==> src/hdl/upc_pkg.sv <==
// package for the ulpi phy interface control block
package upc_pkg;
    localparam logic [1:0] CLS_IDLE = 2'h0;
    localparam logic [1:0] CLS_XMIT = 2'h1;
    localparam logic [1:0] CLS_REGW = 2'h2;
    localparam logic [1:0] CLS_REGR = 2'h3;
    localparam logic [5:0] EXT_ADDR_CODE = 6'h2f;
    localparam logic [5:0] NOPID_CODE = 6'h00;
    localparam logic [1:0] PID_HI_ZERO = 2'h0;
    localparam logic [7:0] BUS_IDLE = 8'h00;
    localparam logic [2:0] RST_RELEASE_CYC = 3'h4;
    localparam int REL_W = 3;
    localparam logic [7:0] UPDATE_VBUS_VALID_MASK = 8'h08;
    localparam int A_VLD_BIT = 3;

    typedef struct packed {
        logic alt_int;
        logic id_level;
        logic [1:0] rx_event;
        logic [1:0] vbus_state;
        logic [1:0] line_state;
    } upc_rxcmd_t;

    typedef struct packed {
        logic [7:0] data;
        logic data_oe;
        logic dir;
        logic nxt;
    } upc_ulpi_out_t;

    typedef enum logic [2:0] {
        ST_STARTUP = 3'h0,
        ST_WAIT_RESET = 3'h1,
        ST_IDLE = 3'h3,
        ST_TURN_IN = 3'h2,
        ST_RXCMD = 3'h6,
        ST_TURN_OUT = 3'h7,
        ST_CMD_DATA = 3'h5,
        ST_HW_RELEASE = 3'h4
    } upc_state_t;
endpackage

==> src/hdl/upc_ulpi_ctrl.sv <==
// ulpi side control logic of a usb otg transceiver
// Operation
// - after pll lock, drive clock and drop dir from high to low
// - after power-up release hold dir low until link sends reset command
// - weak pull-up on stp; stp high enables pull-downs on data lines
// - protection disable bit set to one turns the protection off
// - while hardware reset low, assert dir and reset all logic; here only the sequencer state, release count, last rxcmd and need_next reset
// - dir drops four to five cycles after reset release, chip select low
// - chip select high tri-states data, nxt, dir and ignores stp except for low-power exit
// - chip select high still honours stp to leave serial or suspend
// - chip select high drops pull-downs, idles controller, ignores commands
// - chip select high at power-up leaves pll off, else pll stays on
// - pump on when internal bit and not external; external drives switch low
// - fault input watched only when indicator use and passthrough bits set
// - fault shown in a-session vbus valid field; change sends rxcmd
// - device asserts nxt to accept command; link sends following bytes
// - top two command bits select idle, transmit, write or read
// - all-zero transmit payload sends pid-less signalling after next byte
// - transmit payload with upper bits zero carries the pid in low bits
// - payload 101111b takes an 8-bit address next, else 6-bit address
// - any change of rxcmd fields asserts dir and sends an rxcmd
// - rxcmd may be skipped when condition vanished before low-power exit
// - rxcmd carries linestate, vbus, rx event, id and alt bits
// - while dir asserted, nxt low and rxcmd on data bus; here the bus is driven for one cycle per rxcmd, after a free turn cycle
`timescale 1ns/1ps
module upc_ulpi_ctrl
    import upc_pkg::*;
(
    // clock and reset
    input wire logic sys_clk_in,
    input wire logic rstn_in,
    // ulpi pins, asynchronous to sys_clk_in
    input wire logic hw_reset_n_in,
    input wire logic chip_select_n_in,
    input wire logic stp_in,
    input wire logic [7:0] data_in,
    output logic [7:0] data_out,
    output logic data_oe_out,
    output logic dir_out,
    output logic dir_oe_out,
    output logic nxt_out,
    output logic nxt_oe_out,
    output logic stp_pullup_out,
    output logic data_pulldown_out,
    // analog and status
    input wire logic pll_locked_in,
    input wire logic fault_in,
    input wire upc_pkg::upc_rxcmd_t status_in,
    input wire logic low_power_in,
    output logic clock_enable_out,
    output logic pll_power_out,
    output logic low_power_exit_out,
    // control bits
    input wire logic protection_disable_bit_in,
    input wire logic internal_pump_enable_bit_in,
    input wire logic external_supply_enable_bit_in,
    input wire logic external_indicator_use_bit_in,
    input wire logic indicator_passthrough_bit_in,
    input wire logic function_reset_done_in,
    output logic charge_pump_out,
    output logic supply_switch_out,
    output logic supply_switch_oe_out,
    // decoded command toward the core
    output logic cmd_valid_out,
    output logic [1:0] cmd_class_out,
    output logic [5:0] cmd_payload_out,
    output logic cmd_ext_addr_out,
    output logic cmd_nopid_out,
    output logic [3:0] cmd_pid_out,
    output logic func_reset_out
);
    import upc_pkg::*;

    function automatic logic is_ext(input logic [7:0] b);
        return (b[7:6] == CLS_REGW || b[7:6] == CLS_REGR) &&
            b[5:0] == EXT_ADDR_CODE;
    endfunction

    // two-flop synchronisers; the first stage feeds only the second
    logic [4:0] meta, sync;
    logic [7:0] data_meta, data_s;
    logic hw_rst_s, cs_n_s, stp_s, lock_s, fault_s;
    assign {hw_rst_s, cs_n_s, stp_s, lock_s, fault_s} = sync;
    // reset loads the idle pin levels, so no false reset edge follows rstn
    always_ff @(posedge sys_clk_in or negedge rstn_in) begin
        if (!rstn_in) begin
            meta <= 5'h10;
            sync <= 5'h10;
            data_meta <= BUS_IDLE;
            data_s <= BUS_IDLE;
        end else begin
            meta <= {hw_reset_n_in, chip_select_n_in, stp_in,
                pll_locked_in, fault_in};
            sync <= meta;
            data_meta <= data_in;
            data_s <= data_meta;
        end
    end

    // status byte with the fault passed into the vbus valid field
    logic watch_fault;
    upc_rxcmd_t cur_rx, last_rx;
    logic [7:0] cur_byte;
    always_comb begin
        watch_fault = external_indicator_use_bit_in &
            indicator_passthrough_bit_in;
        cur_rx = status_in;
        if (watch_fault) begin
            cur_rx.vbus_state[A_VLD_BIT - 2] = fault_s;
        end
        cur_byte = cur_rx;
    end

    upc_state_t state;
    logic [REL_W-1:0] rel_cnt;
    logic in_reset, pll_done_seen, powered_up, cs_at_power;
    logic rx_pending, tx_accepted, need_next;
    logic [1:0] ready_sh, bus_fresh;
    assign in_reset = !hw_rst_s;
    // a change of fields raises a pending rxcmd; the send clears it,
    // and a change up to the send cycle goes out in that same rxcmd
    assign rx_pending = (cur_byte != last_rx);

    // main sequencer
    always_ff @(posedge sys_clk_in or negedge rstn_in) begin
        if (!rstn_in) begin
            state <= ST_STARTUP;
            rel_cnt <= '0;
            last_rx <= '0;
            need_next <= 1'b0;
        end else if (in_reset) begin
            state <= ST_HW_RELEASE;
            rel_cnt <= '0;
            last_rx <= '0;
            need_next <= 1'b0;
        end else if (cs_n_s) begin
            // controller idles and commands are dropped
            if (state != ST_STARTUP && state != ST_WAIT_RESET &&
                state != ST_HW_RELEASE) begin
                state <= ST_IDLE;
            end
            need_next <= 1'b0;
        end else begin
            case (state)
                ST_STARTUP: begin
                    if (lock_s) begin
                        state <= ST_WAIT_RESET;
                    end
                end
                ST_WAIT_RESET: begin
                    if (function_reset_done_in) begin
                        state <= ST_IDLE;
                    end
                end
                ST_HW_RELEASE: begin
                    rel_cnt <= REL_W'(rel_cnt + 1'b1);
                    if (rel_cnt == RST_RELEASE_CYC - 3'h1) begin
                        state <= ST_IDLE;
                    end
                end
                ST_IDLE: begin
                    // the rxcmd cuts in; a held command is taken after it
                    if (rx_pending) begin
                        state <= ST_TURN_IN;
                    end else if (bus_fresh[1] && data_s != BUS_IDLE) begin
                        state <= ST_CMD_DATA;
                        need_next <= (data_s[7:6] == CLS_XMIT) ||
                            is_ext(data_s);
                    end
                end
                ST_TURN_IN: state <= ST_RXCMD;
                ST_RXCMD: begin
                    last_rx <= cur_byte;
                    state <= ST_TURN_OUT;
                end
                ST_TURN_OUT: state <= ST_IDLE;
                ST_CMD_DATA: begin
                    // a short command waits for the idle byte, so the
                    // still synced command byte is not taken twice
                    if (need_next ? stp_s : data_s == BUS_IDLE) begin
                        state <= ST_IDLE;
                        need_next <= 1'b0;
                    end
                end
                default: state <= ST_IDLE;
            endcase
        end
    end
    assign tx_accepted = (state == ST_IDLE) && !cs_n_s && !in_reset &&
        !(rx_pending) && bus_fresh[1] && data_s != BUS_IDLE;

    // synced data is stale for two cycles after the device owned the bus
    always_ff @(posedge sys_clk_in or negedge rstn_in) begin
        if (!rstn_in) begin
            bus_fresh <= 2'h0;
        end else if (dir_out) begin
            bus_fresh <= 2'h0;
        end else begin
            bus_fresh <= {bus_fresh[0], 1'b1};
        end
    end

    // ulpi pin drive
    logic next_dir;
    always_comb begin
        next_dir = (state == ST_STARTUP) || (state == ST_HW_RELEASE) ||
            (state == ST_TURN_IN) || (state == ST_RXCMD) || in_reset;
    end
    always_ff @(posedge sys_clk_in or negedge rstn_in) begin
        if (!rstn_in) begin
            dir_out <= 1'b1;
            nxt_out <= 1'b0;
            data_out <= BUS_IDLE;
            data_oe_out <= 1'b0;
            dir_oe_out <= 1'b0;
            nxt_oe_out <= 1'b0;
        end else begin
            dir_out <= next_dir;
            nxt_out <= tx_accepted ||
                (state == ST_CMD_DATA && need_next && !stp_s &&
                !in_reset);
            data_out <= (state == ST_RXCMD) ? cur_byte : BUS_IDLE;
            // bus driven only in the rxcmd cycle, the turn cycle is free
            data_oe_out <= (state == ST_RXCMD) && !cs_n_s;
            dir_oe_out <= !cs_n_s;
            nxt_oe_out <= !cs_n_s;
        end
    end

    // command decode handed to the core
    always_ff @(posedge sys_clk_in or negedge rstn_in) begin
        if (!rstn_in) begin
            cmd_valid_out <= 1'b0;
            cmd_class_out <= CLS_IDLE;
            cmd_payload_out <= '0;
            cmd_ext_addr_out <= 1'b0;
            cmd_nopid_out <= 1'b0;
            cmd_pid_out <= 4'h0;
        end else begin
            cmd_valid_out <= tx_accepted;
            if (tx_accepted) begin
                cmd_class_out <= data_s[7:6];
                cmd_payload_out <= data_s[5:0];
                cmd_ext_addr_out <= is_ext(data_s);
                cmd_nopid_out <= data_s[7:6] == CLS_XMIT &&
                    data_s[5:0] == NOPID_CODE;
                cmd_pid_out <= data_s[3:0];
            end
        end
    end

    // protection, power, supply and low-power exit
    always_ff @(posedge sys_clk_in or negedge rstn_in) begin
        if (!rstn_in) begin
            stp_pullup_out <= 1'b1;
            data_pulldown_out <= 1'b0;
            charge_pump_out <= 1'b0;
            supply_switch_out <= 1'b0;
            supply_switch_oe_out <= 1'b0;
            clock_enable_out <= 1'b0;
            pll_power_out <= 1'b0;
            powered_up <= 1'b0;
            ready_sh <= 2'h0;
            low_power_exit_out <= 1'b0;
            func_reset_out <= 1'b0;
        end else begin
            stp_pullup_out <= !protection_disable_bit_in;
            data_pulldown_out <= stp_s && !protection_disable_bit_in &&
                !cs_n_s && !in_reset;
            charge_pump_out <= internal_pump_enable_bit_in &&
                !external_supply_enable_bit_in;
            supply_switch_out <= 1'b0;
            supply_switch_oe_out <= external_supply_enable_bit_in;
            clock_enable_out <= lock_s && state != ST_STARTUP;
            // chip select is read only once the synchroniser holds it
            ready_sh <= {ready_sh[0], 1'b1};
            if (!powered_up && ready_sh[1]) begin
                powered_up <= 1'b1;
                pll_power_out <= !cs_n_s;
            end else if (powered_up && !cs_n_s) begin
                pll_power_out <= 1'b1;
            end
            // stp still leaves low power even when deselected
            low_power_exit_out <= low_power_in && stp_s;
            func_reset_out <= state == ST_WAIT_RESET;
        end
    end

    dir_hold_a: assert property (@(posedge sys_clk_in) disable iff (!rstn_in)
        state == ST_WAIT_RESET |=> !dir_out)
        else $error("dir not low while waiting for reset");
    reset_dir_a: assert property (@(posedge sys_clk_in) disable iff (!rstn_in)
        in_reset |=> dir_out)
        else $error("dir low during hardware reset");
    nxt_in_rx_a: assert property (@(posedge sys_clk_in) disable iff (!rstn_in)
        dir_out |-> !nxt_out)
        else $error("nxt high with dir");
    cs_tristate_a: assert property (@(posedge sys_clk_in)
        disable iff (!rstn_in) cs_n_s |=> !dir_oe_out && !data_oe_out)
        else $error("pins driven while deselected");
    turn_a: assert property (@(posedge sys_clk_in) disable iff (!rstn_in)
        state == ST_TURN_IN |=> state == ST_RXCMD || in_reset || cs_n_s)
        else $error("turnaround skipped");
    pump_a: assert property (@(posedge sys_clk_in) disable iff (!rstn_in)
        external_supply_enable_bit_in ##1 external_supply_enable_bit_in
        |-> !charge_pump_out && supply_switch_oe_out)
        else $error("supply selection wrong");
    release_a: assert property (@(posedge sys_clk_in) disable iff (!rstn_in)
        $rose(hw_rst_s) && !cs_n_s ##1 !cs_n_s [*4] |=> !dir_out)
        else $error("dir late after reset release");
    rx_byte_a: assert property (@(posedge sys_clk_in) disable iff (!rstn_in)
        state == ST_RXCMD && !cs_n_s && !in_reset
        |=> data_oe_out && data_out == $past(cur_byte))
        else $error("rxcmd byte wrong");
    cov_rx_c: cover property (@(posedge sys_clk_in) state == ST_RXCMD);
    cov_tx_c: cover property (@(posedge sys_clk_in) cmd_valid_out);
    cov_ext_c: cover property (@(posedge sys_clk_in) cmd_ext_addr_out);
endmodule

==> config.mk <==
export PLATFORM = sky130hd
export DESIGN_NAME = upc_ulpi_ctrl
export DESIGN_NICKNAME = d
export VERILOG_FILES = /design/src/hdl/upc_pkg.sv /design/src/hdl/upc_ulpi_ctrl.sv
export SDC_FILE = /design/constraint.sdc
export NUM_CORES = 1
export LEC_CHECK = 0
export BUFFER_PORTS_ARGS = -buffer_cell sky130_fd_sc_hd__buf_4
export CAP_MARGIN = 0
export CORE_UTILIZATION = 25
export DETAILED_ROUTE_END_ITERATION = 16
export SETUP_SLACK_MARGIN = 0.02
export SLEW_MARGIN = 20
export SYNTH_ARGS = -nofsm -noshare
export SYNTH_HDL_FRONTEND = slang
export SYNTH_SLANG_ARGS = --single-unit
export TNS_END_PERCENT = 20
==> constraint.sdc <==
create_clock -name sys_clk_in -period 4.6 [get_ports sys_clk_in]
set_clock_uncertainty 0.05 [all_clocks]
set_input_delay 0.46 -clock sys_clk_in [delete_from_list [all_inputs] [get_ports sys_clk_in]]
set_output_delay 0.46 -clock sys_clk_in [all_outputs]
set_load 0.1 [all_outputs]
======== After elaboration in Yosys (flattened, before gate mapping) ========
Cells that the tools add are included.
word-level totals
  bits in registers ....................... 81
  input port bits ......................... 30
  output and inout bits ................... 37
  word-level logic and storage cells ...... 137
operators by class
  $add $sub $neg .......................... 1
  equal/unequal tests ..................... 27
  multiplexer cells ....................... 28
  bitwise operators ....................... 1
  reductions and logical operators ........ 46
operators with widths
  operator                                               number
  2-to-1 mux 3 bit                                       12
  2-to-1 mux 8 bit                                       4
  inequality test 4 bit, second input constant           6
  one-hot mux 3 bit (8 select lines)                     1
  logical AND 1 bit                                      22
  == test 3 bit, second input constant                   4
  == test 3 x 2 -> 1 bit, second input constant          3
  2-to-1 mux 1 bit                                       9
  zero test 8 bit                                        1
  inequality test 8 bit                                  1
  nonzero test 8 bit                                     1
  zero test 1 bit                                        7
  logical OR 1 bit                                       7
  == test 6 bit, second input constant                   1
  zero test 6 bit                                        1
  AND reduction 6 bit                                    1
  inequality test 5 bit, second input constant           1
  == test 2 bit, second input constant                   2
  inequality test 2 x 1 -> 1 bit, second input constant  2
  inequality test 4 x 2 -> 1 bit, second input constant  1
  AND reduction 2 bit                                    2
  AND reduction 4 bit                                    1
  adder 3 x 1 -> 3 bit, second input constant            1
  == test 3 x 1 -> 1 bit, second input constant          1
  11 further kinds                                       11

======== Longest topological paths before layout ========
Gate-level depths: netlist (run 1).
  depth in word-level cells ............... 9
  gate-level depth with buffers ........... 8
  depth with buffers taken out ............ 8

======== Worst setup path after synthesis (run 1) ========
OpenSTA, ideal clock, no wires.
  path kind ............................... input-to-reg
  start point ............................. input port external_indicator_use_bit_in
  end point ............................... register cmd_payload_out[2]
  library setup time ...................... 0.126 ns
  data arrival time ....................... 2.171 ns
  slack ................................... 2.253 ns
  stages on the path ...................... 7
  cells stage by stage .................... and3_4 or3_1 a211oi_2 nand2_2 nor3_4 buf_6 mux2_4
between the ends
  longest elaborated chain between the ends .. 7
ends and longest elaborated chain
  element                          line                  source
  from (decl)                      upc_ulpi_ctrl.sv:57   input wire logic external_indicator_use_bit_in,
  AND 1 bit                        upc_ulpi_ctrl.sv:105  watch_fault = external_indicator_use_bit_in &
  2-to-1 mux 1 bit                 upc_ulpi_ctrl.sv:108  if (watch_fault) begin
  inequality test 8 bit            upc_ulpi_ctrl.sv:122  assign rx_pending = (cur_byte != last_rx);
  zero test 1 bit                  upc_ulpi_ctrl.sv:190  !(rx_pending) && bus_fresh[1] && data_s != BUS_IDLE;
  logical AND 1 bit                upc_ulpi_ctrl.sv:189  assign tx_accepted = (state == ST_IDLE) && !cs_n_s && !in_reset &&
  logical AND 1 bit (2 in series)  upc_ulpi_ctrl.sv:190
  net tx_accepted                  upc_ulpi_ctrl.sv:117  logic rx_pending, tx_accepted, need_next;
  to (signal assigned)             upc_ulpi_ctrl.sv:243  cmd_payload_out <= data_s[5:0];
  to (decl)                        upc_ulpi_ctrl.sv:66   output logic [5:0] cmd_payload_out,
The timed path passes the listed nets, and every way through them passes these cells.
A chain may end at the register's enable or synchronous reset.

======== Worst setup path after layout (run 1) ========
  start point ............................. register sync[0]
  end point ............................... register cmd_payload_out[1]
between the ends
  longest elaborated chain between the ends .. 6
ends and longest elaborated chain
  element                          line                  source
  from (decl)                      upc_ulpi_ctrl.sv:80   logic [4:0] meta, sync;
  from (signal assigned)           upc_ulpi_ctrl.sv:94   sync <= meta;
  2-to-1 mux 1 bit                 upc_ulpi_ctrl.sv:108
  inequality test 8 bit            upc_ulpi_ctrl.sv:122
  zero test 1 bit                  upc_ulpi_ctrl.sv:190
  logical AND 1 bit                upc_ulpi_ctrl.sv:189
  logical AND 1 bit (2 in series)  upc_ulpi_ctrl.sv:190
No other way between the ends.

==> results.cfg, run 1 <==
[clocking]
post_cts_resized = 0
cts_tree = built
clk_pin_slew_ps = 60
cts_buffers = 9
cts_buffer_depth = 2
cts.sinks = 77
htreeDepth = 3
postCtsSetupBuffers = 0
clock_latency_ps = 330
cts_root_buffer = clkbuf_16

[flow_run]
cap_violations = 0

[timing]
rsz0062_at_grt = no
fin_setup_tns_ps = 0
hold_viol = 0
relSlewSlack = 0.562
min_period_over_period = 0.576
layout_min_cycle_time_ps = 2650
fmax_mhz = 377
finalMaxSlewViolations = 0
tightest_slew_ps = 655
setup_viol = 0

[routing]
drt-wirelength-per-cell_um = 12.9
drt_wl_total_mm = 5.79
antenna_left = 0
drtIter0Drc = 55
drc_errors = 0
vias = 1897
wl_met2_mm = 2.65
vias_per_cell = 4.22
wl_met1_mm = 2.79
drt_pass1_iterations = 4
wl_met3_um = 202
top_layer = met4

[worst_setup_path]
cp_max_fo = 12
critical_path_class = flop to flop
startpoint_type = flop
end_kind = flop
crit_arrival_ps = 2820
timing.rr.start = sync[0]
critPathLaunch = sync[0]
cp_data_required_time_ps = 4770
slowest_delay_ps = 590
worst_path_dominant_cell_family = simple AND/OR/NAND/NOR gates
cp_cell_sequence = and3_4, or3_1, a211oi_2, nand2_2, nor3_4, mux2_2
cp_num_buf_inv = 0
cp_slowest_cell = nor3_4

[placed_design]
gp_congestion = 0.703
dpl.hpwl_mm = 4.01
place_area_um2 = 3540
portBuffers = 65

[min_path]
min_path_type = input port to flop
min_from = data_in[6]

[grt]
gr-usage-all-layers = 0.101
grt_overflow = 0
antenna_found_initial = 0
grt_start_max_net_pins = 78
grt_pass1_vias = 1887
grt_pass1_wl_mm = 9.58

[layout]
final_nets = 334
multi_input_area_um2 = 908
fin_area_um2 = 3920
antenna_cells = 0
ff_latch_area_um2 = 1930
area_growth_pct = 32.5
fillers = 1113
layout-drive-gt1-share = 0.332

[pwr]
peakVddDrop_uv = 211
power_density_nw_per_um2 = 503
leakagePower_nw = 1.84

[die]
rows = 39
start_util = 0.258
die_h_um = 111
io_pins = 67
dieArea_um2 = 12300
core_area_um2 = 11500
chipWidth_um = 111

[logic_synthesis]
synthArstFlopShare = 1.00
synth_nets = 270
synth_warnings = 0
netlist_instances = 238
syn_area_per_cell_um2 = 12.4
yosysUniqueCellTypes = 48
synth-edff-count = 0
ys.flop_type = dfrtp_1
ys_seq_elements = 77
yosysSeqAreaShare = 0.653
syn_area_um2 = 2960

[run_status]
status = finished, final reports clean
==> synth_stat cells (all sizes together), types with 4 or more instances <==
cell type	number	area share
mux2i	5	0.017
xnor2	9	0.027
inv	9	0.011
nor2	18	0.023
mux2	9	0.042
dfrtp	73	0.62
buf	8	0.020
nand2	24	0.031
o21ai	6	0.010
clkbuf	6	0.0076
and2	8	0.017
a211oi	4	0.012
dfstp	4	0.036
a21oi	12	0.020
==> power breakdown <==
part           switching [mW]  total [mW]  leakage, nW  internal [mW]
clock network           0.267       0.798        0.167          0.531
registers              0.0562       0.791        0.959          0.735
logic                   0.271       0.384        0.719          0.114
total                   0.594        1.97         1.84           1.38
==> through the flow <==
step / instances / util / hold WS [ps] / setup slack [ps] / total power [mW]
2_1_floorplan: 238 / - / 114 / 2250 / 1.08
3_3_place_gp: 432 / 0.309 / 281 / 1730 / 1.18
3_5_place_dp: 432 / 0.309 / 286 / 1740 / 1.19
4_1_cts: 448 / 0.339 / 168 / 1950 / 2.00
5_1_grt: 450 / 0.342 / 168 / 1800 / 2.06
6_report: 450 / 0.342 / 179 / 1950 / 1.97
==> final cells by class <==
| cell class | count | area share |
|---|---|---|
| clock inverters | 6 | 0.0287 |
| flip-flops and latches | 77 | 0.492 |
| well taps | 143 | 0.0456 |
| inverters | 10 | 0.00957 |
| repair buffers | 67 | 0.134 |
| multi-input cells | 137 | 0.232 |
| clock buffers | 10 | 0.0584 |
==> per-layer routing <==
layer,vias to the layer above,GRT usage
met3,10,0.0208
met2,41,0.145
met4,0,0.0613
li1,920,-
met1,926,0.139
met5,-,0
==> timing repair <==
item	CTS	global route
hold buffers	0	1
endpoints found under the setup margin	0	0
endpoints found under the hold margin	0	18
==> kinds of logic (layout without fill, tap and decap cells) <==
logic type | after synthesis | count (layout) | share of synthesized area
AOI/OAI and AO/OA | 35 | 35 | 0.0790
xor gates and xnor gates | 9 | 9 | 0.0266
adders and majority gates | 2 | 2 | 0.00845
buffers and inverters | 24 | 93 | 0.0406
DFF | 77 | 77 | 0.653
muxes | 14 | 14 | 0.0588
other | 2 | 2 | 0.00254
and+or+nand+nor | 75 | 75 | 0.131
==> layout by cell type (no fill, tap or decap), types with 3 or more instances in the layout <==
| cell type | count |
|---|---|
| a21oi_1 | 12 |
| a211oi_1 | 3 |
| mux2_4 | 6 |
| nand2_1 | 23 |
| dfrtp_1 | 73 |
| or3_1 | 3 |
| xnor2_1 | 9 |
| clkbuf_16 | 9 |
| inv_1 | 9 |
| nor2_1 | 18 |
| nor2b_1 | 3 |
| and2_1 | 8 |
| o21ai_0 | 6 |
| mux2i_1 | 5 |
| mux2_2 | 3 |
| buf_4 | 65 |
| bufinv_16 | 3 |
| dfstp_2 | 4 |
==> path summary, 6_finish.rpt <==
path	to	slack (ps)	cells past startpoint
min	data_meta[6]	180	1
max reg2reg	cmd_payload_out[1]	1950	6
max in group asynchronous	meta[4]	3400	3
min in group asynchronous	meta[1]	500	2
min reg2reg	data_s[3]	300	0
max	cmd_payload_out[1]	1950	6
==> flip-flops by register name (all words and copies together), names as in the netlist, 2 cells and up <==
register         flops
data_meta            8
data_out             8
data_s               8
last_rx              8
cmd_payload_out      6
meta                 5
sync                 5
rel_cnt              3
state                3
bus_fresh            2
cmd_class_out        2
ready_sh             2
==> worst register-to-register path, delay by kind of cell, from the launching register on <==
kind	cells	cell delay (ps)
flip-flops	1	370
AO/OA/AOI/OAI	1	460
multiplexers	1	400
AND/OR/NAND/NOR	4	1250
Power figures use the tool's default switching activity.
==> run 2, diff against run 1 <==
--- a/config.mk
+++ b/config.mk
@@ -5,6 +5,7 @@
 export SDC_FILE = /design/constraint.sdc
 export NUM_CORES = 1
 export LEC_CHECK = 0
+export ABC_AREA = 1
 export BUFFER_PORTS_ARGS = -buffer_cell sky130_fd_sc_hd__buf_4
 export CAP_MARGIN = 0
 export CORE_UTILIZATION = 25
==> constraint.sdc (replaced) <==
create_clock -name sys_clk_in -period 2.6 [get_ports sys_clk_in]
set_clock_uncertainty 0.05 [all_clocks]
set_input_delay 0.26 -clock sys_clk_in [delete_from_list [all_inputs] [get_ports sys_clk_in]]
set_output_delay 0.26 -clock sys_clk_in [all_outputs]
set_load 0.1 [all_outputs]
==> results.cfg, run 2 <==
[logic_synthesis]
ys_seq_elements = 77
syn_area_per_cell_um2 = 9.95
syn_area_um2 = 2930
synth_nets = 327
synth_top_area_share = 0.623
ys.flop_type = dfrtp_1
yosysUniqueCellTypes = 31
synth_area_leaders = dfrtp_1 62%, nand2_1 10%, inv_1 5.0%
synth_warnings = 0
synthArstFlopShare = 1.00
yosysMostFrequentCell = nand2_1
netlist_instances = 295
yosysSeqAreaShare = 0.658
synth_top_area_cell = dfrtp_1
ys_top_cells_by_count = 80 x nand2_1, 73 x dfrtp_1, 39 x inv_1
synth-edff-count = 0

[pwr]
power_density_nw_per_um2 = 839
peakVddDrop_uv = 294
leakagePower_nw = 2.05
finalPower_mw = 3.37

[layout]
ff_latch_area_um2 = 1930
instances_no_fill = 527
multi_input_area_um2 = 776
fillers = 1186
mostFrequentLayoutCells = 80 x nand2_1, 73 x dfrtp_1, 67 x buf_4, 39 x inv_1, 26 x nor2_1
layout_commonest_cell = nand2_1
final_nets = 411
antenna_cells = 0
area_growth_pct = 36.9
layout-drive-gt1-share = 0.260

[timing]
rsz0062_at_grt = no
relSlewSlack = 0.365
hold_viol = 0
tightest_slew_ps = 952
layout_min_cycle_time_ps = 1920
finalMaxSlewViolations = 0
min_period_over_period = 0.739
fin_setup_tns_ps = 0
fmax_mhz = 520
setup_viol = 0
setup_ws_ps = 678

[clocking]
cts_hold_buf = 15
cts.sinks = 77
cts_tree = built
clk_pin_slew_ps = 60
post_cts_resized = 0
postCtsSetupBuffers = 0
cts_buffer_depth = 2
cts_root_buffer = clkbuf_16
clock_latency_ps = 330
htreeDepth = 3
cts_buffers = 9

[placed_design]
place_ws_ps = 650
gp_congestion = 0.784
placed_cells = 496
dpl.hpwl_mm = 4.07
portBuffers = 65

[routing]
drtIter0Drc = 86
vias = 2203
drt-wirelength-per-cell_um = 11.2
antenna_left = 0
drt_pass1_iterations = 4
drc_errors = 0
vias_per_cell = 4.18
drt_wl_total_mm = 5.89

[flow_run]
cap_violations = 0

[worst_setup_path]
cp_max_fo = 12
end_kind = flop
startpoint_type = flop
crit_arrival_ps = 2060
cp_cell_sequence = inv_1, nor2_1, clkinv_1, buf_4, o21ai_1, o21ai_0
critical_path_class = flop to flop
slowest_delay_ps = 560
cp_data_required_time_ps = 2740
cp_slowest_cell = dfrtp_1

[run_status]
status = finished, final reports clean

[grt]
antenna_found_initial = 0
grt_overflow = 0
grt_pass1_wl_mm = 10.2
grt_start_max_net_pins = 78
grt_pass1_vias = 2247
gr-usage-all-layers = 0.113

[die]
start_util = 0.257
die_h_um = 110
rows = 39
core_area_um2 = 11400
chipWidth_um = 110
dieArea_um2 = 12200
io_pins = 67

[min_path]
min_path_type = input port to asynchronous set/reset pin
run 2: cells by family (layout without fill, tap and decap cells):
logic type / count (synthesis) / in the layout / share of synthesized area
AND/OR/NAND/NOR: 129 / 129 / 0.185
flip-flops: 77 / 77 / 0.658
buffers and inverters: 52 / 141 / 0.0772
AO/OA/AOI/OAI: 32 / 32 / 0.0652
adder cells (fa/ha/maj): 2 / 2 / 0.00853
other: 2 / 2 / 0.00256
XOR/XNOR: 1 / 1 / 0.00299
run 2: worst paths after layout:
path	from	to	slack, ps	cells after the start
setup / recovery	state[2]	last_rx[7]	680	6
hold / removal	rstn_in	cmd_payload_out[2]	30	1
setup reg to reg	state[2]	last_rx[7]	680	6
hold reg to reg	data_meta[4]	data_s[4]	300	0
max in group asynchronous	rstn_in	data_oe_out	1860	1
min in group sys_clk_in	low_power_in	low_power_exit_out	60	3
run 2: final cells by class:
| cell class | count | area share |
|---|---|---|
| sequential | 77 | 0.481 |
| tap | 143 | 0.0445 |
| timing repair buffer | 82 | 0.163 |
| clock inverter | 6 | 0.0190 |
| multi-input combinational | 166 | 0.193 |
| clock buffer | 10 | 0.0595 |
| inverter | 43 | 0.0402 |
run 2: per-layer routing:
| layer | track usage | up-vias | wire length [um] |
|---|---|---|---|
| met5 | 0 | - | 0 |
| li1 | - | 1085 | - |
| met4 | 0.0470 | 0 | 110 |
| met1 | 0.132 | 1049 | 2490 |
| met3 | 0.0476 | 11 | 350 |
| met2 | 0.184 | 58 | 2940 |
run 2: where the power goes:
group	leakage [nW]	internal, mW	switching (mW)
clock	0.156	0.788	0.515
sequential	0.970	1.30	0.0789
combinational	0.919	0.178	0.509
total	2.05	2.27	1.10
run 2: critical path: cells and delay by family, from the launching register on:
family,cells,cell delay (ps)
AO/OA/AOI/OAI,2,660
flip-flops,1,560
buffers and inverters,3,350
AND/OR/NAND/NOR,1,140
run 2: per-stage QoR:
stage          hold slack [ps]  utilization  cell area, um2
3_5_place_dp               285        0.311            3550
6_report                  29.8        0.352            4020
4_1_cts                   46.9        0.352            4020
5_1_grt                   60.2        0.352            4020
3_3_place_gp               282        0.311            3550
2_1_floorplan            -85.6            -            2930
==> run 3, diff against run 2 <==
--- a/config.mk
+++ b/config.mk
@@ -5,7 +5,7 @@
 export SDC_FILE = /design/constraint.sdc
 export NUM_CORES = 1
 export LEC_CHECK = 0
-export ABC_AREA = 1
+export ABC_AREA = 0
 export BUFFER_PORTS_ARGS = -buffer_cell sky130_fd_sc_hd__buf_4
 export CAP_MARGIN = 0
 export CORE_UTILIZATION = 25
==> constraint.sdc (replaced) <==
create_clock -name sys_clk_in -period 1.7 [get_ports sys_clk_in]
set_clock_uncertainty 0.05 [all_clocks]
set_input_delay 0.17 -clock sys_clk_in [delete_from_list [all_inputs] [get_ports sys_clk_in]]
set_output_delay 0.17 -clock sys_clk_in [all_outputs]
set_load 0.1 [all_outputs]
==> results.cfg, run 3 (synthesis gave the netlist of run 1 again) <==
[grt]
antenna_found_initial = 0
gr-usage-all-layers = 0.112
grt_start_max_net_pins = 45
grt_overflow = 0
grt_pass1_vias = 2245
grt_pass1_wl_mm = 10.7

[timing]
rsz0062_at_grt = yes
hold_viol = 0
setup_ws_ps = -415
relSlewSlack = 0.599
finalMaxSlewViolations = 0
fmax_mhz = 473
min_period_over_period = 1.24
tightest_slew_ps = 601
setup_viol = 16
layout_min_cycle_time_ps = 2110

[worst_setup_path]
cp_cell_sequence = and3_4, or3_4, a211oi_4, nand2_2, nor3_4, buf_12, mux2_4
cp_slowest_cell = or3_4
r2r_cells = 7
crit_end = cmd_payload_out[3]
cp_data_required_time_ps = 1860
slowest_delay_ps = 370
end_kind = flop
critical_path_class = flop to flop
crit_cells = 7
r2r-end = cmd_payload_out[3]
crit_arrival_ps = 2280
timing.rr.start = sync[0]
startpoint_type = flop
reg2reg_slack_ps = -410
cp_num_buf_inv = 1
critPathLaunch = sync[0]
worst_path_dominant_cell_family = simple AND/OR/NAND/NOR gates
cp_max_fo = 10

[die]
chipWidth_um = 111
core_area_um2 = 11500
start_util = 0.258
io_pins = 67
die_h_um = 111
rows = 39
dieArea_um2 = 12300

[flow_run]
cap_violations = 0

[min_path]
min_path_type = input port to flop

[clocking]
cts.sinks = 77
cts_buffer_depth = 2
htreeDepth = 3
cts_tree = built
cts_root_buffer = clkbuf_16
clk_pin_slew_ps = 60
cts_buffers = 9
clock_latency_ps = 330

[routing]
drc_errors = 0
drt-wirelength-per-cell_um = 12.4
drtIter0Drc = 88
drt_wl_total_mm = 6.31
vias = 2131
vias_per_cell = 4.19
drt_pass1_iterations = 4
antenna_left = 0

[run_status]
violations = negative setup slack
status = finished, violations left

[layout]
mostFrequentLayoutCells = 105 x buf_4, 73 x dfrtp_1, 23 x nand2_1, 18 x nor2_1, 17 x dlygate4sd3_1
layout-drive-gt1-share = 0.400
layout_commonest_cell = buf_4
fin_util = 0.381
final_nets = 392
area_growth_pct = 47.7
antenna_cells = 0
instances_no_fill = 508

[placed_design]
dpl.hpwl_mm = 4.37
gp_congestion = 0.825
portBuffers = 65
place_ws_ps = -478
placed_cells = 472

[pwr]
peakVddDrop_uv = 515
leakagePower_nw = 2.09
power_density_nw_per_um2 = 1170
[run 3: area by class of cell]
class	instances	area [um2]
fill	1093	7100
sequential	77	1930
timing repair buffer	125	1010
multi-input combinational	137	952
clock buffer	11	233
tap	143	179
inverter	10	37.5
clock inverter	5	28.8
[run 3: repair_timing]
action	in CTS	in global routing
resized for setup	6	2
gates cloned	0	0
pin swaps	6	0
endpoints found under the setup margin	16	16
hold buffers	17	0
setup buffers	2	1
hold endpoints to repair	56	0
[run 3: where the power goes]
group | internal (mW) | switching [mW]
registers | 1.99 | 0.101
clock network | 0.980 | 0.693
logic | 0.498 | 0.838
[run 3: how the worst min path moves through the flow]
stage / startpoint / end / cells after the start
finish: internal_pump_enable_bit_in / charge_pump_out / 2
global route: internal_pump_enable_bit_in / charge_pump_out / 2
CTS: internal_pump_enable_bit_in / charge_pump_out / 2
detailed placement: rstn_in / meta[1] / 1
global placement: rstn_in / meta[1] / 1
floorplan: rstn_in / bus_fresh[0] / 0
[run 3: through the flow]
stage	TNS [ps]	hold slack, ps	instance area [um2]	power (mW)
after floorplan	-4230	-176	2970	2.93
after detailed placement	-6460	169	3880	3.41
after CTS	-5970	4.20	4350	5.18
after global placement	-6240	163	3880	3.39
final	-5800	28.3	4370	5.10
after global routing	-7080	32.4	4370	5.38
[run 3: routing by layer]
layer,part of all wire,routed length [um],global-route usage,vias up
li1,-,-,-,1036
met1,0.45,2830,0.143,1034
met2,0.48,3050,0.168,57
met3,0.061,386,0.0410,4
met4,0.0071,45,0.0551,0
met5,0,0,0,-
